`src/common/otp_host_pkg.sv`:
```
package otp_host_pkg;

  // ----------------------------------------------------------------------
  // clock and timing
  // ----------------------------------------------------------------------
  localparam int CLK_MHZ      = 20;
  localparam int RST_LOW_US   = 480;
  localparam int RECOV_US     = 480;
  localparam int PULSE_US     = 2500;
  localparam int PRES_LO_US   = 15;
  localparam int PRES_HI_US   = 240;
  localparam int SLOT_US      = 70;
  localparam int STRB_US      = 5;
  localparam int W0_US        = 60;
  localparam int SAMPLE_US    = 13;
  // reset low must exceed its figure, so one extra cycle
  localparam int RST_CYC_DEF   = RST_LOW_US * CLK_MHZ + 1;
  localparam int RECOV_CYC_DEF = RECOV_US * CLK_MHZ;
  localparam int PULSE_CYC_DEF = PULSE_US * CLK_MHZ;
  localparam logic [15:0] PRES_LO_CYC = 16'(PRES_LO_US * CLK_MHZ);
  localparam logic [15:0] PRES_HI_CYC = 16'(PRES_HI_US * CLK_MHZ);
  localparam logic [15:0] SLOT_CYC    = 16'(SLOT_US * CLK_MHZ);
  localparam logic [15:0] STRB_CYC    = 16'(STRB_US * CLK_MHZ);
  localparam logic [15:0] W0_CYC      = 16'(W0_US * CLK_MHZ);
  localparam logic [15:0] SAMPLE_CYC  = 16'(SAMPLE_US * CLK_MHZ);
  localparam logic [1:0]  MAX_TRIES   = 2'h3;

  // ----------------------------------------------------------------------
  // opcodes and crc
  // ----------------------------------------------------------------------
  localparam logic [7:0] OP_SKIP_ROM = 8'hcc;
  localparam logic [7:0] OP_WR_MEM   = 8'h0f;
  localparam logic [7:0] OP_RD_STAT  = 8'haa;
  localparam logic [7:0] OP_WR_STAT  = 8'h55;
  localparam logic [7:0] OP_PROG     = 8'h5a;
  localparam logic [7:0] ADDR_HI     = 8'h00;
  localparam logic [7:0] RX_FILL     = 8'hff;
  localparam logic [7:0] CRC_POLY_R  = 8'h8c;
  localparam logic [7:0] CRC_INIT    = 8'h00;

  // ----------------------------------------------------------------------
  // result codes and types
  // ----------------------------------------------------------------------
  localparam logic [2:0] ERR_NONE    = 3'h0;
  localparam logic [2:0] ERR_NO_PRES = 3'h1;
  localparam logic [2:0] ERR_CRC     = 3'h2;
  localparam logic [2:0] ERR_VERIFY  = 3'h3;
  localparam logic [2:0] ERR_ABORT   = 3'h4;

  typedef enum logic [1:0] {
    CMD_WR_MEM  = 2'h0,
    CMD_RD_STAT = 2'h1,
    CMD_WR_STAT = 2'h2
  } cmd_t;

  typedef enum logic [3:0] {
    ST_IDLE   = 4'h0,
    ST_RESET  = 4'h1,
    ST_PRES   = 4'h3,
    ST_SKIP   = 4'h2,
    ST_CMD    = 4'h6,
    ST_ALO    = 4'h7,
    ST_AHI    = 4'h5,
    ST_HCRC   = 4'h4,
    ST_DATA   = 4'hc,
    ST_DCRC   = 4'hd,
    ST_PROG   = 4'hf,
    ST_PULSE  = 4'he,
    ST_VERIFY = 4'ha,
    ST_SREAD  = 4'hb,
    ST_SCRC   = 4'h9
  } step_t;

  // one crc bit, lsb-first shift
  function automatic logic [7:0] crc8_bit(input logic [7:0] c, input logic b);
    logic fb;
    fb = c[0] ^ b;
    crc8_bit = fb ? ((c >> 1) ^ CRC_POLY_R) : (c >> 1);
  endfunction

endpackage

```
`src/hw/otp_host.sv`:
```
// Function
// - send skip, 0Fh, address low, high
// - send eight data bytes, check crc
// - send 5Ah then hold programming voltage
// - memory start address is multiple of eight
// - abort by reset, never during pulse
// - crc mismatch gives reset and full retry, three tries at most
// - send skip, AAh, address, check crc
// - send 55h, address, data byte lsb first
// - on good crc send 5Ah and pulse
// - eight read slots verify status byte
// - crc polynomial x8+x5+x4+1
// - reset low over 480us, expect presence
// - skip rom precedes every function opcode
`timescale 1ns/1ps
module otp_host
  import otp_host_pkg::*;
#(
  parameter int RST_CYC   = RST_CYC_DEF,
  parameter int RECOV_CYC = RECOV_CYC_DEF,
  parameter int PULSE_CYC = PULSE_CYC_DEF,
  parameter int TDIV      = 1
) (
  input  wire logic               sys_clk_in,
  input  wire logic               rst_n_in,
  input  wire logic               start_in,
  input  wire logic               abort_in,
  input  wire otp_host_pkg::cmd_t cmd_in,
  input  wire logic [6:0]         addr_in,
  input  wire logic [63:0]        data_in,
  input  wire logic [2:0]         count_in,
  input  wire logic               dq_in,
  output logic                    dq_out,
  output logic                    dq_oe_out,
  output logic                    vpp_en_out,
  output logic                    busy_out,
  output logic                    done_out,
  output logic [2:0]              err_out,
  output logic [63:0]             status_out
);
  import otp_host_pkg::*;

  // slot timing, divisible for short runs
  localparam logic [15:0] SLOT_N    = 16'(SLOT_CYC / TDIV);
  localparam logic [15:0] STRB_N    = 16'(STRB_CYC / TDIV);
  localparam logic [15:0] W0_N      = 16'(W0_CYC / TDIV);
  localparam logic [15:0] SAMPLE_N  = 16'(SAMPLE_CYC / TDIV);
  localparam logic [15:0] PRES_LO_N = 16'(PRES_LO_CYC / TDIV);
  localparam logic [15:0] PRES_HI_N = 16'(PRES_HI_CYC / TDIV);

  // ----------------------------------------------------------------------
  // state
  // ----------------------------------------------------------------------
  step_t       step_q, step_d;
  cmd_t        cmd_q;
  logic [6:0]  addr_q;
  logic [63:0] data_q;
  logic [2:0]  cnt_q;
  logic [15:0] tmr_q, tmr_d;
  logic [2:0]  bit_q, idx_q, idx_d, sa_q, sa_d;
  logic [7:0]  sh_q, crc_q, crc_d, tx_nx;
  logic [1:0]  try_q, try_d;
  logic [2:0]  err_d;
  logic        s1_q, s2_q, s3_q, line_q, samp_q, pres_q, abort_q;
  logic        fin, fail, crc_ld;
  logic [2:0]  fail_code;
  logic [7:0]  crc_seed;

  function automatic logic is_byte(input step_t s);
    is_byte = !(s inside {ST_IDLE, ST_RESET, ST_PRES, ST_PULSE});
  endfunction

  function automatic logic is_tx(input step_t s);
    is_tx = s inside {ST_SKIP, ST_CMD, ST_ALO, ST_AHI, ST_DATA, ST_PROG};
  endfunction

  // ----------------------------------------------------------------------
  // slot decode
  // ----------------------------------------------------------------------
  wire        in_byte   = is_byte(step_q);
  wire        tx_now    = is_tx(step_q);
  wire        slot_end  = in_byte && (tmr_q == SLOT_N - 16'h1);
  wire        byte_end  = slot_end && (bit_q == 3'h7);
  wire        bitv      = tx_now ? sh_q[0] : samp_q;
  wire [15:0] low_len   = (tx_now && !sh_q[0]) ? W0_N : STRB_N;
  wire        oe_d      = (step_q == ST_RESET) || (in_byte && (tmr_q < low_len));
  wire [7:0]  crc_nx    = crc8_bit(crc_q, bitv);
  wire        crc_ok    = (crc_nx == CRC_INIT);
  wire [7:0]  rxb       = {bitv, sh_q[7:1]};
  wire [7:0]  dbyte     = data_q[{idx_q, 3'h0} +: 8];
  wire        verify_ok = ((rxb & ~dbyte) == 8'h00);
  wire        rst_done  = (tmr_q == 16'(RST_CYC - 1));
  wire        rec_done  = (tmr_q == 16'(RECOV_CYC - 1));
  wire        pls_done  = (tmr_q == 16'(PULSE_CYC - 1));
  wire        in_pwin   = (tmr_q >= PRES_LO_N) && (tmr_q <= PRES_HI_N);
  wire [7:0]  mem_lo    = {1'b0, addr_q[6:3], 3'h0};
  wire [2:0]  sa_start  = (step_q == ST_IDLE) ? addr_in[2:0] : addr_q[2:0];
  wire [7:0]  op_byte   = (cmd_q == CMD_WR_MEM)  ? OP_WR_MEM :
                          (cmd_q == CMD_RD_STAT) ? OP_RD_STAT : OP_WR_STAT;
  wire        wstat     = (cmd_q == CMD_WR_STAT);

  // next transmit byte, chosen by the step being entered
  always_comb begin
    unique case (step_d)
      ST_SKIP: tx_nx = OP_SKIP_ROM;
      ST_CMD:  tx_nx = (step_q == ST_IDLE) ? RX_FILL : op_byte;
      ST_ALO:  tx_nx = wstat || (cmd_q == CMD_RD_STAT) ? {5'h00, sa_q} : mem_lo;
      ST_AHI:  tx_nx = ADDR_HI;
      ST_DATA: tx_nx = data_q[{idx_d, 3'h0} +: 8];
      ST_PROG: tx_nx = OP_PROG;
      default: tx_nx = RX_FILL;
    endcase
  end

  // ----------------------------------------------------------------------
  // sequencer
  // ----------------------------------------------------------------------
  always_comb begin
    step_d    = step_q;
    idx_d     = idx_q;
    sa_d      = sa_q;
    try_d     = try_q;
    err_d     = err_out;
    crc_ld    = 1'b0;
    crc_seed  = CRC_INIT;
    fin       = 1'b0;
    fail      = 1'b0;
    fail_code = ERR_CRC;
    unique case (step_q)
      ST_IDLE: begin
        if (start_in) begin
          step_d = ST_RESET;
          try_d  = 2'h0;
          err_d  = ERR_NONE;
        end
      end
      ST_RESET: if (rst_done) step_d = ST_PRES;
      ST_PRES: begin
        if (rec_done) begin
          if (abort_q) begin
            fin   = 1'b1;
            err_d = ERR_ABORT;
          end else if (!pres_q) begin
            fin   = 1'b1;
            err_d = ERR_NO_PRES;
          end else begin
            step_d = ST_SKIP;
          end
        end
      end
      ST_SKIP: if (byte_end) step_d = ST_CMD;
      ST_CMD: begin
        if (byte_end) step_d = ST_ALO;
      end
      ST_ALO: if (byte_end) step_d = ST_AHI;
      ST_AHI: if (byte_end) step_d = wstat ? ST_DATA : ST_HCRC;
      ST_HCRC: begin
        if (byte_end) begin
          if (!crc_ok) begin
            fail = 1'b1;
          end else begin
            crc_ld = 1'b1;
            step_d = (cmd_q == CMD_RD_STAT) ? ST_SREAD : ST_DATA;
          end
        end
      end
      ST_DATA: begin
        if (byte_end) begin
          if (!wstat && (idx_q != 3'h7)) begin
            idx_d = idx_q + 3'h1;
          end else begin
            step_d = ST_DCRC;
          end
        end
      end
      ST_DCRC: begin
        if (byte_end) begin
          if (crc_ok) step_d = ST_PROG;
          else fail = 1'b1;
        end
      end
      ST_PROG: if (byte_end) step_d = ST_PULSE;
      ST_PULSE: begin
        if (pls_done) begin
          step_d = ST_VERIFY;
          idx_d  = wstat ? idx_q : 3'h0;
        end
      end
      ST_VERIFY: begin
        if (byte_end) begin
          if (!verify_ok) begin
            fail      = 1'b1;
            fail_code = ERR_VERIFY;
          end else if (!wstat && (idx_q != 3'h7)) begin
            idx_d = idx_q + 3'h1;
          end else if (!wstat || (idx_q == cnt_q) || (sa_q == 3'h7)) begin
            fin = 1'b1;
          end else begin
            idx_d    = idx_q + 3'h1;
            sa_d     = sa_q + 3'h1;
            crc_ld   = 1'b1;
            crc_seed = {5'h00, sa_d};
            step_d   = ST_DATA;
          end
        end
      end
      ST_SREAD: begin
        if (byte_end) begin
          if (sa_q == 3'h7) step_d = ST_SCRC;
          else sa_d = sa_q + 3'h1;
        end
      end
      ST_SCRC: begin
        if (byte_end) begin
          if (crc_ok) fin = 1'b1;
          else fail = 1'b1;
        end
      end
      default: step_d = ST_IDLE;
    endcase
    if (fail) begin
      if (try_q == MAX_TRIES - 2'h1) begin
        fin   = 1'b1;
        err_d = fail_code;
      end else begin
        try_d  = try_q + 2'h1;
        step_d = ST_RESET;
      end
    end
    if (abort_q && !(step_q inside {ST_IDLE, ST_RESET, ST_PRES, ST_PULSE})) begin
      step_d = ST_RESET;
      fin    = 1'b0;
    end
    if (fin) step_d = ST_IDLE;
    if ((step_d == ST_RESET) && (step_q != ST_RESET)) begin
      idx_d = 3'h0;
      sa_d  = sa_start;
    end
    if ((step_d == ST_CMD) && (step_q != ST_CMD)) crc_ld = 1'b1;
  end

  wire restart = (step_d != step_q) || slot_end;
  assign tmr_d = restart ? 16'h0000 : tmr_q + 16'h0001;
  assign crc_d = crc_ld ? crc_seed : (slot_end ? crc_nx : crc_q);

  // ----------------------------------------------------------------------
  // registers
  // ----------------------------------------------------------------------
  always_ff @(posedge sys_clk_in or negedge rst_n_in) begin
    if (!rst_n_in) begin
      s1_q   <= 1'b1;
      s2_q   <= 1'b1;
      s3_q   <= 1'b1;
      line_q <= 1'b1;
    end else begin
      s1_q   <= dq_in;
      s2_q   <= s1_q;
      s3_q   <= s2_q;
      line_q <= (s2_q == s3_q) ? s2_q : line_q;
    end
  end

  always_ff @(posedge sys_clk_in or negedge rst_n_in) begin
    if (!rst_n_in) begin
      step_q <= ST_IDLE;
      tmr_q  <= 16'h0000;
      bit_q  <= 3'h0;
      idx_q  <= 3'h0;
      sa_q   <= 3'h0;
      try_q  <= 2'h0;
      sh_q   <= RX_FILL;
      crc_q  <= CRC_INIT;
      samp_q <= 1'b1;
    end else begin
      step_q <= step_d;
      tmr_q  <= tmr_d;
      bit_q  <= (step_d != step_q) ? 3'h0 : (slot_end ? bit_q + 3'h1 : bit_q);
      idx_q  <= idx_d;
      sa_q   <= sa_d;
      try_q  <= try_d;
      sh_q   <= ((step_d != step_q) || byte_end) ? tx_nx : (slot_end ? rxb : sh_q);
      crc_q  <= crc_d;
      samp_q <= (tmr_q == SAMPLE_N) ? line_q : samp_q;
    end
  end

  always_ff @(posedge sys_clk_in or negedge rst_n_in) begin
    if (!rst_n_in) begin
      cmd_q   <= CMD_WR_MEM;
      addr_q  <= 7'h00;
      data_q  <= 64'h0;
      cnt_q   <= 3'h0;
      pres_q  <= 1'b0;
      abort_q <= 1'b0;
    end else begin
      if ((step_q == ST_IDLE) && start_in) begin
        cmd_q  <= cmd_in;
        addr_q <= addr_in;
        data_q <= data_in;
        cnt_q  <= count_in;
      end
      pres_q  <= (step_q == ST_RESET) ? 1'b0 :
                 (((step_q == ST_PRES) && in_pwin && !line_q) ? 1'b1 : pres_q);
      abort_q <= (step_q == ST_IDLE) ? 1'b0 : (abort_q || abort_in);
    end
  end

  always_ff @(posedge sys_clk_in or negedge rst_n_in) begin
    if (!rst_n_in) begin
      dq_out     <= 1'b0;
      dq_oe_out  <= 1'b0;
      vpp_en_out <= 1'b0;
      busy_out   <= 1'b0;
      done_out   <= 1'b0;
      err_out    <= ERR_NONE;
      status_out <= 64'h0;
    end else begin
      dq_out     <= 1'b0;
      dq_oe_out  <= oe_d;
      vpp_en_out <= (step_q == ST_PULSE);
      busy_out   <= (step_d != ST_IDLE);
      done_out   <= fin;
      err_out    <= err_d;
      if ((step_q == ST_SREAD) && byte_end) status_out[{sa_q, 3'h0} +: 8] <= rxb;
    end
  end

endmodule

```
`config.mk`:
```
export PLATFORM = sky130hd
export DESIGN_NAME = otp_host
export DESIGN_NICKNAME = d
export VERILOG_FILES = /design/src/common/otp_host_pkg.sv /design/src/hw/otp_host.sv
export SDC_FILE = /design/constraint.sdc
export NUM_CORES = 1
export LEC_CHECK = 0
export BUFFER_PORTS_ARGS = -buffer_cell sky130_fd_sc_hd__clkbuf_2
export CAP_MARGIN = 20
export CORE_MARGIN = 4
export CORE_UTILIZATION = 47
export DETAILED_ROUTE_END_ITERATION = 10
export PLACE_DENSITY = 0.76
export SETUP_SLACK_MARGIN = 0.15
export SYNTH_ARGS = -nofsm -noshare
export SYNTH_HDL_FRONTEND = slang
export SYNTH_SLANG_ARGS = --single-unit
```
`constraint.sdc`:
```
create_clock -name sys_clk_in -period 9.8 [get_ports sys_clk_in]
set_input_delay 0.49 -clock sys_clk_in [delete_from_list [all_inputs] [get_ports sys_clk_in]]
set_output_delay 0.49 -clock sys_clk_in [all_outputs]
set_load 0.02 [all_outputs]
```
==> out/qor.yml, run 1 <==
layout:
  final_common_cell: "dfrtp_1"
  fillerInstances: 2012
  final_cell_area_um2: 12640
  nets: 1229
  layout.cells.non_filler: 1457
  final_cell_mix: "188 x dfrtp_1, 150 x clkbuf_2, 133 x mux2_2"
  final_layout_size_suffix_gt1_share_pct: 33.48
  num_antenna_cells: 0
  syn_to_final_growth_pct: 15.76
pwr:
  pwr-share-comb_pct: 2.1
  seqPwrFrac_pct: 48.7
  ir_drop_mv: 0.1185
  switching_share_pct: 21.01
  switchingPower_w: 0.0003595
  intPower_w: 0.001352
  power.leakage_nw: 6.216
  power_density_nw_per_um2: 135.3
  power_frac_clock_pct: 49.2
placement:
  dp_slack_ns: 4.532
  dp_hpwl_mm: 21.21
  finalWeightedCongestion: 0.9694
  numPortBuffers: 151
  placed_area_um2: 11820
  placed_cells: 1414
synth:
  ys_ff_latch: 201
  syn_inst: 1006
  ys_types: 85
  synth_top_cell_by_area: "dfrtp_1"
  synth_edf_count: 0
  synth_top_area_share_pct: 43.07
  synth.area.top_cells: "dfrtp_1 43%, mux2_2 14%, dfstp_2 3.1%, mux2i_1 3.1%, nor2_1 3.1%"
  synth.avg_cell_area_um2: 10.86
  syn_area_um2: 10920
  ys_seq_area_share_pct: 46.20
  async_flop_share_pct: 100.0
  syn_nets: 1105
  ys_warn_count: 0
  ys.flop_type: "dfrtp_1"
grt:
  grt_first_pass_wirelength_mm: 46.92
  gr-total-overflow: 0
  grt_max_degree: 119
  grt_pass1_vias: 8563
  grt_usage_pct: 22.28
  antenna_found_initial: 0
cts:
  htree_levels: 1
  cts_resized: 0
  cts_inserted_buffers: 23
  clk_pin_slew_ns: 0.06
  clk_path_buf_depth: 3
  cts_tree: "built"
  clkSinkCount: 201
  cts_setup_buffers: 0
  cts-root-buf: "clkbuf_16"
  clk_latency_ns: 0.50
  cts_hold_buf: 0
drt:
  routedWlPerCell_um: 20.04
  route.detailed.drc: 0
  vias: 8452
  dr.pass1.iters: 8
  ant_nets: 0
  wirelength_mm: 29.20
  drtIter0Drc: 830
  via_per_inst: 5.801
sta:
  fmax_mhz: 198.4
  rsz0062_at_grt: "false"
  fin_crit_sh_pct: 51.44
  slew_violations: 0
  skew_ns: 0.01024
  slew_headroom_pct: 16.63
  finalCriticalPeriod_ns: 5.041
  tightestPinTransition_ns: 1.251
  setup_violations: 0
  hold_slack_ns: 0.07652
  finalHoldViolations: 0
  fin_ws_ns: 4.759
  fin_tns_setup_ns: 0
die:
  die_height_um: 160.4
  core-area_um2: 22780
  initial_core_util_pct: 47.95
  die_width_um: 160.4
  die-area_um2: 25740
  row_count: 55
  io_pins: 153
setup_path:
  cp-start-kind: "flip-flop"
  reg2reg_setup_slack_ns: 4.76
  critPathKind: "reg2reg"
  critPathMaxFanout: 22
  end_kind: "flip-flop"
  cp.arrival_ns: 5.47
  cp.required_ns: 10.22
run_status:
  status: "completed"
run:
  drv_cap: 0
hold_path:
  hp-class: "in2reg"
-- cells by family (layout without fill, tap and decap cells) --
family,count (synthesis),after routing,share of synthesized area (%)
AOI/OAI and AO/OA,183,183,11.86
xor gates and xnor gates,25,25,2.005
adders and majority gates,19,19,2.154
buffers and inverters,80,218,3.425
DFF,201,201,46.20
muxes,181,181,19.71
other,1,1,0.03433
and+or+nand+nor,316,316,14.62
-- critical path, cell delays in order (launching register included) --
cell       delay (ns)
dfrtp_1          0.98
mux2i_1          0.17
mux4_2           0.51
a222oi_1         0.58
and2_1           0.26
a41oi_1          0.27
a22oi_1          1.05
nand2_1          0.35
o2bb2ai_1        0.29
a211oi_1         0.11
a211oi_1         0.27
a21oi_1          0.11
-- final timing paths --
check / endpoint / depth (start not counted) / startpoint
hold reg to reg: s2_q$_DFF_PN1_ / 0 / s1_q$_DFF_PN1_
min in group asynchronous: tmr_q[11]$_DFF_PN0_ / 1 / rst_n_in
setup reg to reg: sh_q[1]$_DFFE_PN1P_ / 11 / idx_q[2]$_DFF_PN0_
hold / removal: s1_q$_DFF_PN1_ / 1 / dq_in
max in group asynchronous: sh_q[2]$_DFFE_PN1P_ / 3 / rst_n_in
setup / recovery: sh_q[1]$_DFFE_PN1P_ / 11 / idx_q[2]$_DFF_PN0_
-- cell usage after synthesis, types with 4 or more instances --
library cell / instances
nor2_4: 8
nor4b_1: 5
buf_4: 4
dfrtp_1: 188
nor2_1: 89
or3_1: 5
buf_2: 10
ha_1: 18
buf_6: 4
xor2_1: 8
a2111oi_0: 5
a221o_1: 7
and3_1: 7
a211oi_1: 15
buf_1: 10
o21ai_0: 32
a31oi_1: 16
mux2_2: 133
nor4_1: 6
or4_1: 4
clkbuf_1: 31
nand3_1: 27
mux4_2: 14
nand2b_1: 12
o2bb2ai_1: 4
inv_1: 17
and2_1: 8
nor2b_1: 13
mux2i_1: 34
xnor2_1: 17
dfstp_2: 13
nor3_1: 17
nand4_1: 12
a21oi_1: 46
a21boi_0: 4
nand2_1: 86
-- power by group through the flow --
stage | Clock, W | Combinational (W) | Sequential [W]
final | 0.000842 | 0.0000361 | 0.000833
after global routing | 0.000899 | 0.0000417 | 0.000832
after CTS | 0.000859 | 0.0000363 | 0.000833
after detailed placement | 0 | 0.0000361 | 0.000848
after global placement | 0 | 0.0000359 | 0.000848
after floorplan | 0 | 0.00000185 | 0.000848
-- metrics by stage --
stage | util [%] | total power (W)
2_1_floorplan | - | 0.0008494
3_5_place_dp | 51.89 | 0.0008838
5_1_grt | 55.51 | 0.001773
6_report | 55.51 | 0.001711
4_1_cts | 55.13 | 0.001728
3_3_place_gp | 51.89 | 0.0008836
-- area by class of cell --
class                           count  area [µm²]  area share (%)
Clock buffer                       30       631.9           4.997
Clock inverter                      9       105.1          0.8312
Inverter                           20       75.07          0.5937
Multi-Input combinational cell    725        5513           43.60
Sequential cell                   201        5046           39.91
Tap cell                          313       391.6           3.097
Timing Repair Buffer              159       882.1           6.976
-- registers in the layout, indices dropped and copies added (netlist names), 2 cells and up --
name,count
err_out,3
status_out,64
cmd_q,2
idx_q,3
tmr_q,16
data_q,64
crc_q,8
step_q,4
bit_q,3
sa_q,3
addr_q,7
sh_q,8
cnt_q,3
try_q,2
-- per-layer routing --
layer	vias up	part of all wire (%)	global-route usage, %	routed length [µm]
met2	326	48	36.65	14050
met1	4144	42	30.03	12300
li1	3913	-	-	-
met4	0	3.0	6.492	879
met3	69	6.7	4.542	1965
met5	-	0	0	0
Note: power is estimated with default switching activity, not from simulation.
==> inputs of run 2 (changes only) <==
--- a/config.mk
+++ b/config.mk
@@ -10,7 +10,7 @@
 export CORE_MARGIN = 4
 export CORE_UTILIZATION = 47
 export DETAILED_ROUTE_END_ITERATION = 10
-export PLACE_DENSITY = 0.76
+export PLACE_DENSITY = 0.79
 export SETUP_SLACK_MARGIN = 0.15
 export SYNTH_ARGS = -nofsm -noshare
 export SYNTH_HDL_FRONTEND = slang
==> constraint.sdc (replaced) <==
create_clock -name sys_clk_in -period 4.5 [get_ports sys_clk_in]
set_input_delay 0.225 -clock sys_clk_in [delete_from_list [all_inputs] [get_ports sys_clk_in]]
set_output_delay 0.225 -clock sys_clk_in [all_outputs]
set_load 0.02 [all_outputs]
==> run 2 against run 1 <==
Against the previous run: register-to-register slack got worse by 4.5 ns; worst hold slack better by 0.20 ns; critical path depth did not move; non-clock buffer count rose by 115; sequential share of layout area fell by 3.0 points; highest routed layer unchanged.
==> out/qor.yml, run 2 (synthesized netlist as in run 1, its figures left out) <==
drt:
  vias: 8960  # was 8452
  dr.pass1.iters: 5  # was 8
  wirelength_mm: 31.53  # was 29.20 mm
  route.detailed.drc: 0  # unchanged
  drtIter0Drc: 665  # was 830
  via_per_inst: 5.696  # was 5.801
  routedWlPerCell_um: 20.04  # about the same
  ant_nets: 0  # unchanged
cts:
  clk_path_buf_depth: 3  # unchanged
  clk_pin_slew_ns: 0.07  # was 0.06 ns
  clkSinkCount: 201  # unchanged
  cts_inserted_buffers: 22  # was 23
  cts_tree: "built"  # unchanged
  htree_levels: 1  # unchanged
  cts-root-buf: "clkbuf_16"  # unchanged
  clk_latency_ns: 0.51  # was 0.50 ns
run:
  drv_cap: 0  # unchanged
die:
  die_width_um: 160.4  # unchanged
  die_height_um: 160.4  # unchanged
  initial_core_util_pct: 47.95  # unchanged
  io_pins: 153  # unchanged
  core-area_um2: 22780  # unchanged
  row_count: 55  # unchanged
  die-area_um2: 25740  # unchanged
pwr:
  switching_share_pct: 21.39  # was 21.01%
  pwr-share-comb_pct: 3.7  # was 2.1%
  power.leakage_nw: 6.687  # was 6.216 nW
  intPower_w: 0.002913  # was 0.001352 W
  power_density_nw_per_um2: 270.8  # was 135.3 nW/µm²
  power_frac_clock_pct: 47.4  # was 49.2%
  ir_drop_mv: 0.2880  # was 0.1185 mV
  switchingPower_w: 0.0007923  # was 0.0003595 W
  seqPwrFrac_pct: 49.0  # was 48.7%
sta:
  hold_slack_ns: 0.2732  # was 0.07652 ns
  setup_violations: 0  # unchanged
  finalHoldViolations: 0  # unchanged
  fin_tns_setup_ns: 0  # unchanged
  slew_violations: 0  # unchanged
  skew_ns: 0.01852  # was 0.01024 ns
  finalCriticalPeriod_ns: 4.196  # was 5.041 ns
  fin_crit_sh_pct: 93.24  # was 51.44%
  rsz0062_at_grt: "false"  # unchanged
  tightestPinTransition_ns: 1.005  # was 1.251 ns
  fmax_mhz: 238.3  # was 198.4 MHz
  slew_headroom_pct: 32.99  # was 16.63%
setup_path:
  critPathKind: "reg2reg"  # unchanged
  critPathMaxFanout: 14  # was 22
  end_kind: "flip-flop"  # unchanged
  cp.arrival_ns: 4.62  # was 5.47 ns
  cp-start-kind: "flip-flop"  # unchanged
  cp.required_ns: 4.92  # was 10.22 ns
layout:
  nets: 1343  # was 1229
  utilization_pct: 60.07  # was 55.51%
  final_layout_size_suffix_gt1_share_pct: 33.76  # was 33.48%
  largestRegisters: "data_q: 64 flops, status_out: 64 flops, tmr_q: 16 flops"  # unchanged
  final_cell_mix: "185 x dfrtp_1, 150 x clkbuf_2, 133 x mux2_2"  # was 188 x dfrtp_1, 150 x clkbuf_2, 133 x mux2_2
  syn_to_final_growth_pct: 25.26  # was 15.76%
  final_common_cell: "dfrtp_1"  # unchanged
grt:
  grt_first_pass_wirelength_mm: 50.85  # was 46.92 mm
  grt_pass1_vias: 9296  # was 8563
  antenna_found_initial: 1  # was 0
  grt_max_degree: 107  # was 119
  grt_usage_pct: 24.28  # was 22.28%
  gr-total-overflow: 0  # unchanged
placement:
  finalWeightedCongestion: 0.9902  # was 0.9694
  numPortBuffers: 151  # unchanged
  dp_hpwl_mm: 22.07  # was 21.21 mm
run_status:
  status: "completed"  # unchanged
hold_path:
  hp-class: "in2reg"  # unchanged
-- run 2: metal layers --
metal | up-vias | track usage (%) | share of wire (%) | wire (µm)
li1 | 4147 | - | - | -
met5 | - | 0 | 0 | 0
met3 | 59 | 3.516 | 5.6 | 1764
met2 | 306 | 42.42 | 51 | 16020
met1 | 4448 | 31.50 | 41 | 12850
met4 | 0 | 7.118 | 2.8 | 890
-- run 2: cell type report --
type / instances / area (µm²)
fill: 1876 / 9096
multi-input combinational: 725 / 5543
sequential: 201 / 5052
timing repair buffer: 274 / 1923
clock buffer: 32 / 629.4
tap: 313 / 391.6
inverter: 20 / 75.07
clock inverter: 7 / 65.06
antenna: 1 / 2.502
-- run 2: path summary, 6_finish.rpt --
check	startpoint	cells after the start	endpoint	slack, ns
max	step_q[0]$_DFF_PN0_	11	sh_q[4]$_DFFE_PN1P_	0.30
min	start_in	6	err_out[1]$_DFF_PN0_	0.27
max reg2reg	step_q[0]$_DFF_PN0_	11	sh_q[4]$_DFFE_PN1P_	0.30
min reg2reg	s1_q$_DFF_PN1_	0	s2_q$_DFF_PN1_	0.36
max in group asynchronous	rst_n_in	3	data_q[6]$_DFFE_PN0P_	3.10
min in group asynchronous	rst_n_in	2	try_q[1]$_DFF_PN0_	0.39
-- run 2: stage by stage --
| stage | instances | setup slack, ns | area, µm² | total power, W |
|---|---|---|---|---|
| 5_1_grt | 1573 | 0.1731 | 13680 | 0.003830 |
| 6_report | 1573 | 0.3042 | 13680 | 0.003705 |
| 3_3_place_gp | 1453 | 0.07229 | 12150 | 0.001925 |
| 2_1_floorplan | 1006 | 0.8015 | 10920 | 0.001850 |
| 4_1_cts | 1571 | 0.1194 | 13640 | 0.003732 |
| 3_5_place_dp | 1453 | 0.09677 | 12150 | 0.001927 |
-- run 2: worst max-delay path, cell delays in order, from the launching register on --
cell	delay, ns
dfrtp_1	0.59
nor2_1	0.18
and2_1	0.23
or3_1	0.39
a2111o_1	0.50
o311a_1	0.38
or3_1	0.44
o31ai_4	0.40
a31oi_4	0.26
a221o_1	0.32
a211oi_1	0.29
a21oi_1	0.12
-- run 2: timing repair --
item,CTS,global route
pin swaps,0,2
endpoints found under the hold margin,170,0
hold buffers,79,0
gates resized for setup,2,11
setup endpoints to repair,16,34
buffers inserted,0,1
-- run 2: power groups by stage --
stage | combinational, W | clock (W) | sequential (W)
after floorplan | 0.00000403 | 0 | 0.00185
after global placement | 0.0000794 | 0 | 0.00185
after detailed placement | 0.0000805 | 0 | 0.00185
after CTS | 0.000135 | 0.00178 | 0.00181
after global routing | 0.000153 | 0.00186 | 0.00181
final | 0.000136 | 0.00175 | 0.00181
